--- config.mk ---
export PLATFORM = sky130hd
export DESIGN_NAME = sscr_regs
export DESIGN_NICKNAME = d
export VERILOG_FILES = /design/src/pkg/sscr_pkg.sv /design/src/hdl/sscr_regs.sv
export SDC_FILE = /design/constraint.sdc
export NUM_CORES = 1
export LEC_CHECK = 0
export ABC_AREA = 1
export BUFFER_PORTS_ARGS = -buffer_cell sky130_fd_sc_hd__buf_2
export CELL_PAD_IN_SITES_DETAIL_PLACEMENT = 0
export CELL_PAD_IN_SITES_GLOBAL_PLACEMENT = 1
export CORE_UTILIZATION = 47
export DETAILED_ROUTE_END_ITERATION = 12
export PLACE_DENSITY = 0.78
export RECOVER_POWER = 25
export SETUP_SLACK_MARGIN = 0.5
export SKIP_CTS_REPAIR_TIMING = 1
export SYNTH_ARGS = -nofsm -noshare
export SYNTH_HDL_FRONTEND = slang
export SYNTH_SLANG_ARGS = --single-unit
--- constraint.sdc ---
create_clock -name CLK_I -period 2.25 [get_ports CLK_I]
set_input_delay 0.225 -clock CLK_I [delete_from_list [all_inputs] [get_ports CLK_I]]
set_output_delay 0.225 -clock CLK_I [all_outputs]
set_load 0.02 [all_outputs]
--- src/pkg/sscr_pkg.sv ---
// package: register map, field positions and reset values of the system control bank
package sscr_pkg;
  // =====================================================================
  // register offsets (page 1 for eah..efh, all pages for f0h..feh)
  localparam logic [7:0] ADDR_PLL_POWER   = 8'heb;
  localparam logic [7:0] ADDR_LANE_DRIVE  = 8'hec;
  localparam logic [7:0] ADDR_LANE_DELAY  = 8'hed;
  localparam logic [7:0] ADDR_LINK_PLL    = 8'hee;
  localparam logic [7:0] ADDR_LOOP_DIV    = 8'hef;
  localparam logic [7:0] ADDR_OP_MODE     = 8'hf0;
  localparam logic [7:0] ADDR_BYPASS      = 8'hf1;
  localparam logic [7:0] ADDR_SOFT_RESET  = 8'hf2;
  localparam logic [7:0] ADDR_STANDBY     = 8'hf3;
  localparam logic [7:0] ADDR_ORIENT      = 8'hf4;
  localparam logic [7:0] ADDR_REVISION    = 8'hfb;
  localparam logic [7:0] ADDR_PART_HIGH   = 8'hfc;
  localparam logic [7:0] ADDR_PART_LOW    = 8'hfd;
  localparam logic [7:0] ADDR_PAGE_SEL    = 8'hfe;
  localparam logic [7:0] ADDR_EXPOSURE_TRIGGER_PIN_CTRL   = 8'hea;
  localparam logic [7:0] ADDR_PAGED_LOW   = 8'hea;
  localparam logic [7:0] ADDR_COMMON_LOW  = 8'hf0;
  // =====================================================================
  // reset values
  localparam logic [7:0] RST_PLL_POWER    = 8'h0f;
  localparam logic [7:0] RST_LANE_DRIVE   = 8'h00;
  localparam logic [7:0] RST_LANE_DELAY   = 8'h00;
  localparam logic [7:0] RST_LINK_PLL     = 8'h66;
  localparam logic [7:0] RST_LOOP_DIV     = 8'h42;
  localparam logic [7:0] RST_OP_MODE      = 8'h01;
  localparam logic [7:0] RST_BYPASS       = 8'h00;
  localparam logic [7:0] RST_EXPOSURE_TRIGGER_PIN_CTRL    = 8'h35;
  localparam logic [1:0] RST_STANDBY      = 2'h0;
  localparam logic [1:0] RST_ORIENT       = 2'h0;
  localparam logic [1:0] RST_PAGE         = 2'h0;
  localparam logic [1:0] PAGE_0           = 2'h0;
  localparam logic [1:0] PAGE_1           = 2'h1;
  // =====================================================================
  // field positions
  localparam int OPM_PLL_ALWAYS   = 7;
  localparam int OPM_SYSCLK_RUN   = 6;
  localparam int OPM_CLK_GATE     = 5;
  localparam int OPM_VSYNC_DIS    = 4;
  localparam int OPM_CLK_SRC      = 3;
  localparam int OPM_MONO         = 0;
  localparam int PWR_LINK_PLL_OFF = 7;
  localparam int PWR_CONV_PLL_OFF = 6;
  localparam int BYP_CONTRAST     = 2;
  localparam int BYP_GAMMA        = 1;
  localparam int BYP_LENS         = 0;
  localparam int LPLL_PREDIV_HI   = 7;
  localparam int LPLL_PREDIV_LO   = 4;
  localparam int LPLL_POSTDIV     = 1;
  localparam int TRG_OUT_EN       = 4;
  localparam int TRG_CLK_FILTER   = 1;
  localparam int SBY_FRAME        = 1;
  localparam int SBY_PLAIN        = 0;
  localparam int ORI_MIRROR       = 1;
  localparam int ORI_FLIP         = 0;
  localparam int SRST_BIT         = 0;
  // =====================================================================
  // bus addresses and clock source codes
  localparam logic [6:0] SLAVE_ADDR_LOW   = 7'h6e;
  localparam logic [6:0] SLAVE_ADDR_HIGH  = 7'h6d;
  localparam logic [1:0] CLK_SRC_RAW      = 2'h0;
  localparam logic [1:0] CLK_SRC_LINK     = 2'h1;
  localparam logic [1:0] CLK_SRC_CONV     = 2'h2;
endpackage

--- src/hdl/sscr_regs.sv ---
// system control register bank with serial configuration slave and strap pins
`timescale 1ns/10ps
// Behaviour
// - page field picks page zero or one
// - soft reset bit restores all registers
// - frame aligned standby enters at frame sync
// - plain standby enters immediately
// - mirror bit one, flip bit zero
// - mode bit seven keeps PLL always on
// - mode bit six keeps system clock running
// - mode bit five disables internal clock
// - mode bit four low enables frame sync
// - mode bit three picks clock source PLL
// - mode bit zero mono, default one
// - bypass bits active low enables
// - powered down PLL falls back raw clock
// - post divider bit halves link PLL
// - link PLL pre divider upper nibble
// - filter bit routes input clock deglitch
// - trigger output enable lets sensor drive
// - trigger input exposure, output illuminator pulse
// - powerdown pin low holds reset
// - address pin low 6eh, high 6dh
// - boot pin low slave, high eeprom
// - address increments after each data byte
// - writes outside map ignored, reads zero
module sscr_regs (
  // clock and reset
  input  wire logic       CLK_I,
  input  wire logic       RST_N_I,
  input  wire logic       CE_I,
  // serial bus (two-wire, sampled synchronously)
  input  wire logic       SCL_I,
  input  wire logic       SDA_I,
  output logic            SDA_O,
  output logic            SDA_OE_O,
  // straps and control pins
  input  wire logic       POWERDOWN_RESET_PIN_N_I,
  input  wire logic       SLAVE_ADDRESS_SEL_PIN_I,
  input  wire logic       BOOT_SOURCE_SEL_PIN_I,
  input  wire logic       FRAME_SYNC_I,
  input  wire logic       EXPOSURE_TRIGGER_PIN_I,
  output logic            EXPOSURE_TRIGGER_PIN_O,
  output logic            EXPOSURE_TRIGGER_PIN_OE_O,
  input  wire logic       INTEGRATION_PULSE_I,
  output logic            ILLUMINATOR_PULSE_PIN_O,
  output logic            TRIGGERED_EXPOSURE_O,
  // controls to the sensor core
  output logic            PLL_LINK_ON_O,
  output logic            PLL_CONV_ON_O,
  output logic [1:0]      SYSCLK_SRC_O,
  output logic            SYSCLK_RUN_O,
  output logic            CLK_GATE_O,
  output logic            VSYNC_OUT_EN_O,
  output logic            MONO_MODE_O,
  output logic            CONTRAST_EN_O,
  output logic            GAMMA_EN_O,
  output logic            LENS_EN_O,
  output logic [3:0]      LINK_PLL_PREDIV_O,
  output logic            LINK_PLL_HALVE_O,
  output logic            CLK_FILTER_EN_O,
  output logic            STANDBY_O,
  output logic            MIRROR_O,
  output logic            FLIP_O,
  output logic            EEPROM_BOOT_O
);
  import sscr_pkg::*;
  parameter logic [7:0] REVISION  = 8'h07; // arbitrary value
  parameter logic [7:0] PART_HIGH = 8'h5a; // arbitrary value
  parameter logic [7:0] PART_LOW  = 8'ha5; // arbitrary value

  typedef enum logic [2:0] {
    SSCR_IDLE = 3'b000, SSCR_DEVA = 3'b001, SSCR_REGA = 3'b010,
    SSCR_WDAT = 3'b011, SSCR_RDAT = 3'b100, SSCR_SKIP = 3'b101
  } sscr_state_e;

  // =====================================================================
  // bus line edge detection
  logic scl_q, sda_q;
  always_ff @(posedge CLK_I or negedge RST_N_I) begin
    if (!RST_N_I) begin
      scl_q <= 1'b1;
      sda_q <= 1'b1;
    end else if (CE_I) begin
      scl_q <= SCL_I;
      sda_q <= SDA_I;
    end
  end
  wire scl_rise = SCL_I & ~scl_q;
  wire scl_fall = ~SCL_I & scl_q;
  wire start_c  = scl_q & SCL_I & sda_q & ~SDA_I;
  wire stop_c   = scl_q & SCL_I & ~sda_q & SDA_I;

  // =====================================================================
  // soft reset pulse and strap capture
  logic srst_q, strap_id_q, boot_q;
  wire  soft_clr = srst_q | ~POWERDOWN_RESET_PIN_N_I;
  always_ff @(posedge CLK_I or negedge RST_N_I) begin
    if (!RST_N_I) begin
      strap_id_q <= 1'b0;
      boot_q     <= 1'b0;
    end else if (CE_I && !POWERDOWN_RESET_PIN_N_I) begin
      // straps are caught while held in reset, kept after release
      strap_id_q <= SLAVE_ADDRESS_SEL_PIN_I;
      boot_q     <= BOOT_SOURCE_SEL_PIN_I;
    end
  end
  wire [6:0] my_addr = strap_id_q ? SLAVE_ADDR_HIGH : SLAVE_ADDR_LOW;

  // =====================================================================
  // serial slave state machine
  sscr_state_e st_q;
  logic [3:0]  bit_q;
  logic [7:0]  sh_q, ptr_q, rd_q;
  logic        ack_q, rw_q, wr_stb_q;
  logic [7:0]  wr_addr_q, wr_data_q;
  logic [1:0]  page_q;

  function automatic logic in_page(input logic [7:0] a, input logic [1:0] pg);
    // common block always visible, paged block only on page one
    in_page = (a >= ADDR_COMMON_LOW) || (pg == PAGE_1 && a >= ADDR_PAGED_LOW);
  endfunction

  logic [7:0] rd_mux;
  logic [7:0] pll_pwr_q, drive_q, delay_q, lpll_q, loopdiv_q, mode_q, byp_q, trg_q;
  logic [1:0] sby_q, ori_q;
  always_comb begin
    rd_mux = 8'h00;
    if (in_page(ptr_q, page_q)) begin
      case (ptr_q)
        ADDR_EXPOSURE_TRIGGER_PIN_CTRL:  rd_mux = trg_q;
        ADDR_PLL_POWER:  rd_mux = pll_pwr_q;
        ADDR_LANE_DRIVE: rd_mux = drive_q;
        ADDR_LANE_DELAY: rd_mux = delay_q;
        ADDR_LINK_PLL:   rd_mux = lpll_q;
        ADDR_LOOP_DIV:   rd_mux = loopdiv_q;
        ADDR_OP_MODE:    rd_mux = mode_q;
        ADDR_BYPASS:     rd_mux = byp_q;
        ADDR_STANDBY:    rd_mux = {6'h00, sby_q};
        ADDR_ORIENT:     rd_mux = {6'h00, ori_q};
        ADDR_REVISION:   rd_mux = REVISION;
        ADDR_PART_HIGH:  rd_mux = PART_HIGH;
        ADDR_PART_LOW:   rd_mux = PART_LOW;
        ADDR_PAGE_SEL:   rd_mux = {6'h00, page_q};
        default:         rd_mux = 8'h00;
      endcase
    end
  end

  always_ff @(posedge CLK_I or negedge RST_N_I) begin
    if (!RST_N_I) begin
      st_q     <= SSCR_IDLE;
      bit_q    <= 4'h0;
      sh_q     <= 8'h00;
      ptr_q    <= 8'h00;
      rd_q     <= 8'h00;
      ack_q    <= 1'b0;
      rw_q     <= 1'b0;
      wr_stb_q <= 1'b0;
      wr_addr_q <= 8'h00;
      wr_data_q <= 8'h00;
      SDA_O    <= 1'b0;
      SDA_OE_O <= 1'b0;
    end else if (CE_I) begin
      wr_stb_q <= 1'b0;
      if (soft_clr) begin
        // the serial interface is reset along with the registers
        st_q     <= SSCR_IDLE;
        SDA_OE_O <= 1'b0;
        ack_q    <= 1'b0;
      end else if (start_c) begin
        // repeated start keeps the pointer for a read after address write
        st_q     <= SSCR_DEVA;
        bit_q    <= 4'h0;
        ack_q    <= 1'b0;
        SDA_OE_O <= 1'b0;
      end else if (stop_c || boot_q) begin
        st_q     <= SSCR_IDLE;
        SDA_OE_O <= 1'b0;
      end else if (scl_rise && !ack_q && st_q != SSCR_IDLE) begin
        sh_q  <= {sh_q[6:0], SDA_I};
        bit_q <= bit_q + 4'h1;
      end else if (scl_rise && ack_q && st_q == SSCR_RDAT) begin
        // host answers no-acknowledge to end the read
        if (SDA_I) st_q <= SSCR_SKIP;
      end else if (scl_fall) begin
        if (ack_q) begin
          ack_q    <= 1'b0;
          bit_q    <= 4'h0;
          SDA_OE_O <= (st_q == SSCR_RDAT) && !rd_q[7];
          SDA_O    <= 1'b0;
          if (!(st_q == SSCR_RDAT)) SDA_OE_O <= 1'b0;
        end else if (bit_q == 4'h8) begin
          ack_q    <= 1'b1;
          SDA_OE_O <= 1'b0;
          SDA_O    <= 1'b0;
          case (st_q)
            SSCR_DEVA: begin
              if (sh_q[7:1] == my_addr) begin
                SDA_OE_O <= 1'b1;
                rw_q     <= sh_q[0];
                st_q     <= sh_q[0] ? SSCR_RDAT : SSCR_REGA;
                rd_q     <= rd_mux;
              end else begin
                st_q  <= SSCR_SKIP;
                ack_q <= 1'b0;
              end
            end
            SSCR_REGA: begin
              SDA_OE_O <= 1'b1;
              ptr_q    <= sh_q;
              st_q     <= SSCR_WDAT;
            end
            SSCR_WDAT: begin
              SDA_OE_O  <= 1'b1;
              wr_stb_q  <= 1'b1;
              wr_addr_q <= ptr_q;
              wr_data_q <= sh_q;
              ptr_q     <= ptr_q + 8'h01;
            end
            SSCR_RDAT: begin
              ptr_q <= ptr_q + 8'h01;
            end
            default: begin
              ack_q <= 1'b0;
            end
          endcase
        end else if (st_q == SSCR_RDAT) begin
          // bit_q bits are already out, so the next one is bit 7 - bit_q
          SDA_O    <= 1'b0;
          SDA_OE_O <= !rd_q[3'(4'h7 - bit_q)];
        end
      end
      if (st_q == SSCR_RDAT && scl_fall && ack_q) begin
        rd_q     <= rd_mux;
        SDA_OE_O <= !rd_mux[7];
      end
    end
  end

  // =====================================================================
  // register file
  wire wr_hit = wr_stb_q && in_page(wr_addr_q, page_q);
  always_ff @(posedge CLK_I or negedge RST_N_I) begin
    if (!RST_N_I) begin
      pll_pwr_q <= RST_PLL_POWER;
      drive_q   <= RST_LANE_DRIVE;
      delay_q   <= RST_LANE_DELAY;
      lpll_q    <= RST_LINK_PLL;
      loopdiv_q <= RST_LOOP_DIV;
      mode_q    <= RST_OP_MODE;
      byp_q     <= RST_BYPASS;
      trg_q     <= RST_EXPOSURE_TRIGGER_PIN_CTRL;
      sby_q     <= RST_STANDBY;
      ori_q     <= RST_ORIENT;
      page_q    <= RST_PAGE;
      srst_q    <= 1'b0;
    end else if (CE_I) begin
      srst_q <= 1'b0;
      if (soft_clr) begin
        pll_pwr_q <= RST_PLL_POWER;
        drive_q   <= RST_LANE_DRIVE;
        delay_q   <= RST_LANE_DELAY;
        lpll_q    <= RST_LINK_PLL;
        loopdiv_q <= RST_LOOP_DIV;
        mode_q    <= RST_OP_MODE;
        byp_q     <= RST_BYPASS;
        trg_q     <= RST_EXPOSURE_TRIGGER_PIN_CTRL;
        sby_q     <= RST_STANDBY;
        ori_q     <= RST_ORIENT;
        page_q    <= RST_PAGE;
      end else if (wr_hit) begin
        case (wr_addr_q)
          ADDR_EXPOSURE_TRIGGER_PIN_CTRL:  trg_q     <= wr_data_q;
          ADDR_PLL_POWER:  pll_pwr_q <= wr_data_q;
          ADDR_LANE_DRIVE: drive_q   <= wr_data_q;
          ADDR_LANE_DELAY: delay_q   <= wr_data_q;
          ADDR_LINK_PLL:   lpll_q    <= wr_data_q;
          ADDR_LOOP_DIV:   loopdiv_q <= wr_data_q;
          ADDR_OP_MODE:    mode_q    <= wr_data_q;
          ADDR_BYPASS:     byp_q     <= wr_data_q;
          ADDR_SOFT_RESET: srst_q    <= wr_data_q[SRST_BIT];
          ADDR_STANDBY:    sby_q     <= wr_data_q[1:0];
          ADDR_ORIENT:     ori_q     <= wr_data_q[1:0];
          ADDR_PAGE_SEL:   page_q    <= wr_data_q[1:0];
          default:         ;
        endcase
      end
    end
  end

  // =====================================================================
  // standby: frame aligned request waits for the frame sync edge
  logic fs_q, sby_frame_q;
  wire  fs_rise = FRAME_SYNC_I & ~fs_q;
  always_ff @(posedge CLK_I or negedge RST_N_I) begin
    if (!RST_N_I) begin
      fs_q        <= 1'b0;
      sby_frame_q <= 1'b0;
    end else if (CE_I) begin
      fs_q <= FRAME_SYNC_I;
      if (soft_clr) sby_frame_q <= 1'b0;
      else if (fs_rise) sby_frame_q <= sby_q[SBY_FRAME];
    end
  end
  wire standby_now = sby_q[SBY_PLAIN] | sby_frame_q;

  // =====================================================================
  // registered outputs to the core
  always_ff @(posedge CLK_I or negedge RST_N_I) begin
    if (!RST_N_I) begin
      PLL_LINK_ON_O <= 1'b0;
      PLL_CONV_ON_O <= 1'b0;
      SYSCLK_SRC_O  <= CLK_SRC_RAW;
      SYSCLK_RUN_O  <= 1'b0;
      CLK_GATE_O    <= 1'b0;
      VSYNC_OUT_EN_O <= 1'b0;
      MONO_MODE_O   <= 1'b1;
      CONTRAST_EN_O <= 1'b0;
      GAMMA_EN_O    <= 1'b0;
      LENS_EN_O     <= 1'b0;
      LINK_PLL_PREDIV_O <= 4'h0;
      LINK_PLL_HALVE_O  <= 1'b0;
      CLK_FILTER_EN_O   <= 1'b0;
      STANDBY_O     <= 1'b0;
      MIRROR_O      <= 1'b0;
      FLIP_O        <= 1'b0;
      EEPROM_BOOT_O <= 1'b0;
      EXPOSURE_TRIGGER_PIN_O    <= 1'b0;
      EXPOSURE_TRIGGER_PIN_OE_O <= 1'b0;
      ILLUMINATOR_PULSE_PIN_O   <= 1'b0;
      TRIGGERED_EXPOSURE_O      <= 1'b0;
    end else if (CE_I) begin
      PLL_LINK_ON_O <= mode_q[OPM_PLL_ALWAYS] | ~pll_pwr_q[PWR_LINK_PLL_OFF];
      PLL_CONV_ON_O <= mode_q[OPM_PLL_ALWAYS] | ~pll_pwr_q[PWR_CONV_PLL_OFF];
      if (mode_q[OPM_CLK_SRC])
        SYSCLK_SRC_O <= (pll_pwr_q[PWR_CONV_PLL_OFF] && !mode_q[OPM_PLL_ALWAYS]) ? CLK_SRC_RAW : CLK_SRC_CONV;
      else
        SYSCLK_SRC_O <= (pll_pwr_q[PWR_LINK_PLL_OFF] && !mode_q[OPM_PLL_ALWAYS]) ? CLK_SRC_RAW : CLK_SRC_LINK;
      SYSCLK_RUN_O  <= mode_q[OPM_SYSCLK_RUN] | ~standby_now;
      CLK_GATE_O    <= mode_q[OPM_CLK_GATE];
      VSYNC_OUT_EN_O <= ~mode_q[OPM_VSYNC_DIS];
      MONO_MODE_O   <= mode_q[OPM_MONO];
      CONTRAST_EN_O <= ~byp_q[BYP_CONTRAST];
      GAMMA_EN_O    <= ~byp_q[BYP_GAMMA];
      LENS_EN_O     <= ~byp_q[BYP_LENS];
      LINK_PLL_PREDIV_O <= lpll_q[LPLL_PREDIV_HI:LPLL_PREDIV_LO];
      LINK_PLL_HALVE_O  <= lpll_q[LPLL_POSTDIV];
      CLK_FILTER_EN_O   <= trg_q[TRG_CLK_FILTER];
      STANDBY_O     <= standby_now | ~POWERDOWN_RESET_PIN_N_I;
      MIRROR_O      <= ori_q[ORI_MIRROR];
      FLIP_O        <= ori_q[ORI_FLIP];
      EEPROM_BOOT_O <= boot_q;
      EXPOSURE_TRIGGER_PIN_OE_O <= trg_q[TRG_OUT_EN];
      EXPOSURE_TRIGGER_PIN_O    <= trg_q[TRG_OUT_EN] & INTEGRATION_PULSE_I;
      ILLUMINATOR_PULSE_PIN_O   <= INTEGRATION_PULSE_I;
      TRIGGERED_EXPOSURE_O      <= ~trg_q[TRG_OUT_EN] & EXPOSURE_TRIGGER_PIN_I;
    end
  end
endmodule

==> qor.txt <==
# rows = 45
Number of synthesized flops with an enable pin = 0
Seq/Total Area, Yosys = 51.0%
CTS Buf Count = 17
Mapped Nets = 921
Final Setup Violations = 0
DP HPWL = 15000 µm
Number of global-route vias before repair = 5913
Final nets = 1006
Drt drc = 0
Synth top area cells = dfrtp_1, nand2_1, dfstp_2, o21ai_0, nand3_1
CP Launch Type = flip-flop
Crit-path cells = nand3_2, nor2_4, nand3_2, nand2_2, nand2_2, a21oi_4, buf_6, clkbuf_16, buf_12, o21ai_4, o21ai_2
Grt total ovfl = 0
DRT Pass-1 Iters = 6
Status = completed
Maximum clock path buffer count = 2
Asr flop ratio synth = 100%
Max-slew violation count = 0
Clk Latency, worst-skew pair = 0.43 ns
Clock Pin Slew Worst Setup and Hold Paths = 0.06 ns
Worst Setup EP = drive_q[4]$_DFFE_PN0P_
Worst slew pin tran = 1.49 ns
Hold WS = 0.0210 ns
First-pass GRT wire length = 32900 µm
Share of cells above drive strength 1 = 28.3%
Worst EP required = 2.60 ns
Net Sw Power = 1.81 mW
Synthesis-to-layout area growth = 24.9%
Clock Skew = 0.00945 ns
Initial DRC count = 658
Arrival @ worst endpoint = 2.18 ns
Mapped Avg Cell Area = 8.30 µm²
GRT Overall Usage = 26.7%
Final core occ = 61.0%
Die W = 128 µm
R2R Path Start = wr_addr_q[5]$_DFFE_PN0P_
Slew margin rel. = 0.858%
#FFs+latches synth = 152
Worst setup margin = 0.424 ns
CTS H-tree depth = 4
Cell taking the most area after synthesis = dfrtp_1
Synth warnings = 0
Register share of total power = 44.8%
Critical Path Start = wr_addr_q[5]$_DFFE_PN0P_
Routed WL = 22900 µm
Port Buffers = 36
Yosys cell types = 44
Placed Cells = 1136
Worst-path fanout max = 8
Core footprint = 15400 µm²
CP Class = flip-flop to flip-flop
Hold Path Class = input pin to flip-flop
CTS tree = done
Top-area cell type share of the netlist area = 44.7%
Starting density of the core = 48.8%
Final Hold Fails = 0
CTS Sinks = 152
Unrepaired setup endpoints after global routing = true
Fill count = 1389
Static leakage = 4.22 nW
Remaining antenna violation count = 0
Maximum VDD drop = 0.548 mV
DR vias = 6764
Dpl ws = 0.177 ns
Fmax = 0.548 GHz
Die ar. = 16500 µm²
Post-DR wirelength/cell = 18.9 µm
Ant. Diodes = 0
Minimum clock period = 1.83 ns
CP max-delay cell = dfrtp_1
Cell count after synthesis = 904
Die H = 128 µm
Root buffer cell = clkbuf_16
Tcrit/Tclk final = 81.2%
PwrDens = 709 nW/µm²
Switch share = 27.3%
GP Congestion = 0.957
Clk network pwr share = 43.5%
Crit end category = flip-flop
Worst R2R Path Depth = 11
Io pins = 38
Cell-internal power = 4.83 mW
Largest net degree at the start of global routing = 54
Mapped Area = 7500 µm²
Via density = 5.58
Finished Layout Cells = 1213
R2R Path End = drive_q[4]$_DFFE_PN0P_
MaxCap Viol Count = 0
R2R Setup Slk = 0.42 ns
Combinational fraction of design power = 11.8%
CP peak stage delay = 0.38 ns
Setup_tns = 0 ns
Post-synth top flop = dfrtp_1
Initial antenna violation count = 0
power by group through the flow:
stage / registers [mW] / clock network (mW) / logic, mW
after global placement: 3.02 / 0 / 0.540
after CTS: 2.97 / 2.91 / 0.553
after detailed placement: 3.02 / 0 / 0.551
after floorplan: 3.03 / 0 / 0.315
final: 2.97 / 2.89 / 0.781
after global routing: 2.98 / 3.03 / 0.846
sequential cells by signal (all words and copies together), names as in the netlist, 3 cells and up:
name	flops
rd_q	8
delay_q	8
loopdiv_q	8
bit_q	4
wr_addr_q	8
ptr_q	8
pll_pwr_q	8
lpll_q	8
drive_q	8
trg_q	8
wr_data_q	8
st_q	3
LINK_PLL_PREDIV_O	4
byp_q	8
mode_q	8
sh_q	8
Yosys cell counts, types with 4 or more instances:
cell      number
inv_1         72
buf_2          6
o21ai_1       37
nand3_1       83
nand2_4        5
dfrtp_1      134
o21ai_0       86
buf_6          8
inv_2          4
nand4_1       13
nor3_1        10
o21ai_2       30
dfstp_2       18
nand2_1      268
a21oi_1       16
nand3b_1       4
nor2_2         6
nor2_1        48
ha_1           6
clkbuf_1      13
cell families (layout without fill, tap and decap cells):
group / count (synthesis) / after routing / share of synthesized area (%)
buffers and inverters: 108 / 199 / 6.75
adder cells (fa/ha/maj): 6 / 6 / 1.00
flip-flops: 152 / 152 / 51.0
multiplexers: 1 / 1 / 0.150
other: 1 / 1 / 0.0500
AO/OA/AOI/OAI: 188 / 191 / 15.1
AND/OR/NAND/NOR: 445 / 449 / 25.6
XOR/XNOR: 3 / 3 / 0.350
critical path: cells and delay by family (launching register included):
kind | cells | cell delay (ns)
compound gates | 3 | 0.49
simple gates | 5 | 0.47
buf+inv | 3 | 0.38
flops | 1 | 0.38
area by class of cell:
class,count,area (µm²),area share [%]
Multi-Input combinational cell,651,3640,38.9
Inverter,76,294,3.14
Clock buffer,17,425,4.54
Timing Repair Buffer,91,743,7.93
Sequential cell,152,3830,40.9
Clock inverter,15,166,1.78
Tap cell,211,264,2.82
per-layer routing:
layer / global-route usage (%) / vias to the layer above / wire (µm)
met5: 0 / - / 0
met4: 8.30 / 0 / 371
met3: 4.74 / 35 / 1880
met2: 39.6 / 283 / 10400
met1: 39.6 / 3272 / 10200
li1: - / 3174 / -
worst min-delay path by stage:
stage	start	end	slack [ns]	depth (start not counted)
after CTS	RST_N_I	GAMMA_EN_O$_DFFE_PN0P_	-0.25	1
after global routing	EXPOSURE_TRIGGER_PIN_I	TRIGGERED_EXPOSURE_O$_DFFE_PN0P_	0.02	2
after global placement	RST_N_I	PLL_CONV_ON_O$_DFFE_PN0P_	0.20	1
final	EXPOSURE_TRIGGER_PIN_I	TRIGGERED_EXPOSURE_O$_DFFE_PN0P_	0.02	2
after detailed placement	RST_N_I	PLL_CONV_ON_O$_DFFE_PN0P_	0.21	1
after floorplan	RST_N_I	CLK_FILTER_EN_O$_DFFE_PN0P_	-0.07	0
cells in the final DEF, fill, tap and decap left out, types with 11 or more instances in the layout:
cell,n
o21ai_1,39
o21ai_0,72
nor2_1,41
buf_2,35
dfstp_2,16
nand3_1,73
o21ai_2,38
a21oi_1,15
nand4_1,13
inv_1,62
clkbuf_16,20
nand2_1,242
nand3_2,11
inv_2,11
nand2_2,23
dfrtp_1,127
buf_4,38
stage by stage:
| step | cell area, µm² | total power [mW] |
|---|---|---|
| after floorplan | 7500 | 3.35 |
| after global placement | 7900 | 3.56 |
| after detailed placement | 7900 | 3.57 |
| after CTS | 8490 | 6.44 |
| after global routing | 9370 | 6.86 |
| final | 9370 | 6.64 |
Power figures use the tool's default switching activity.
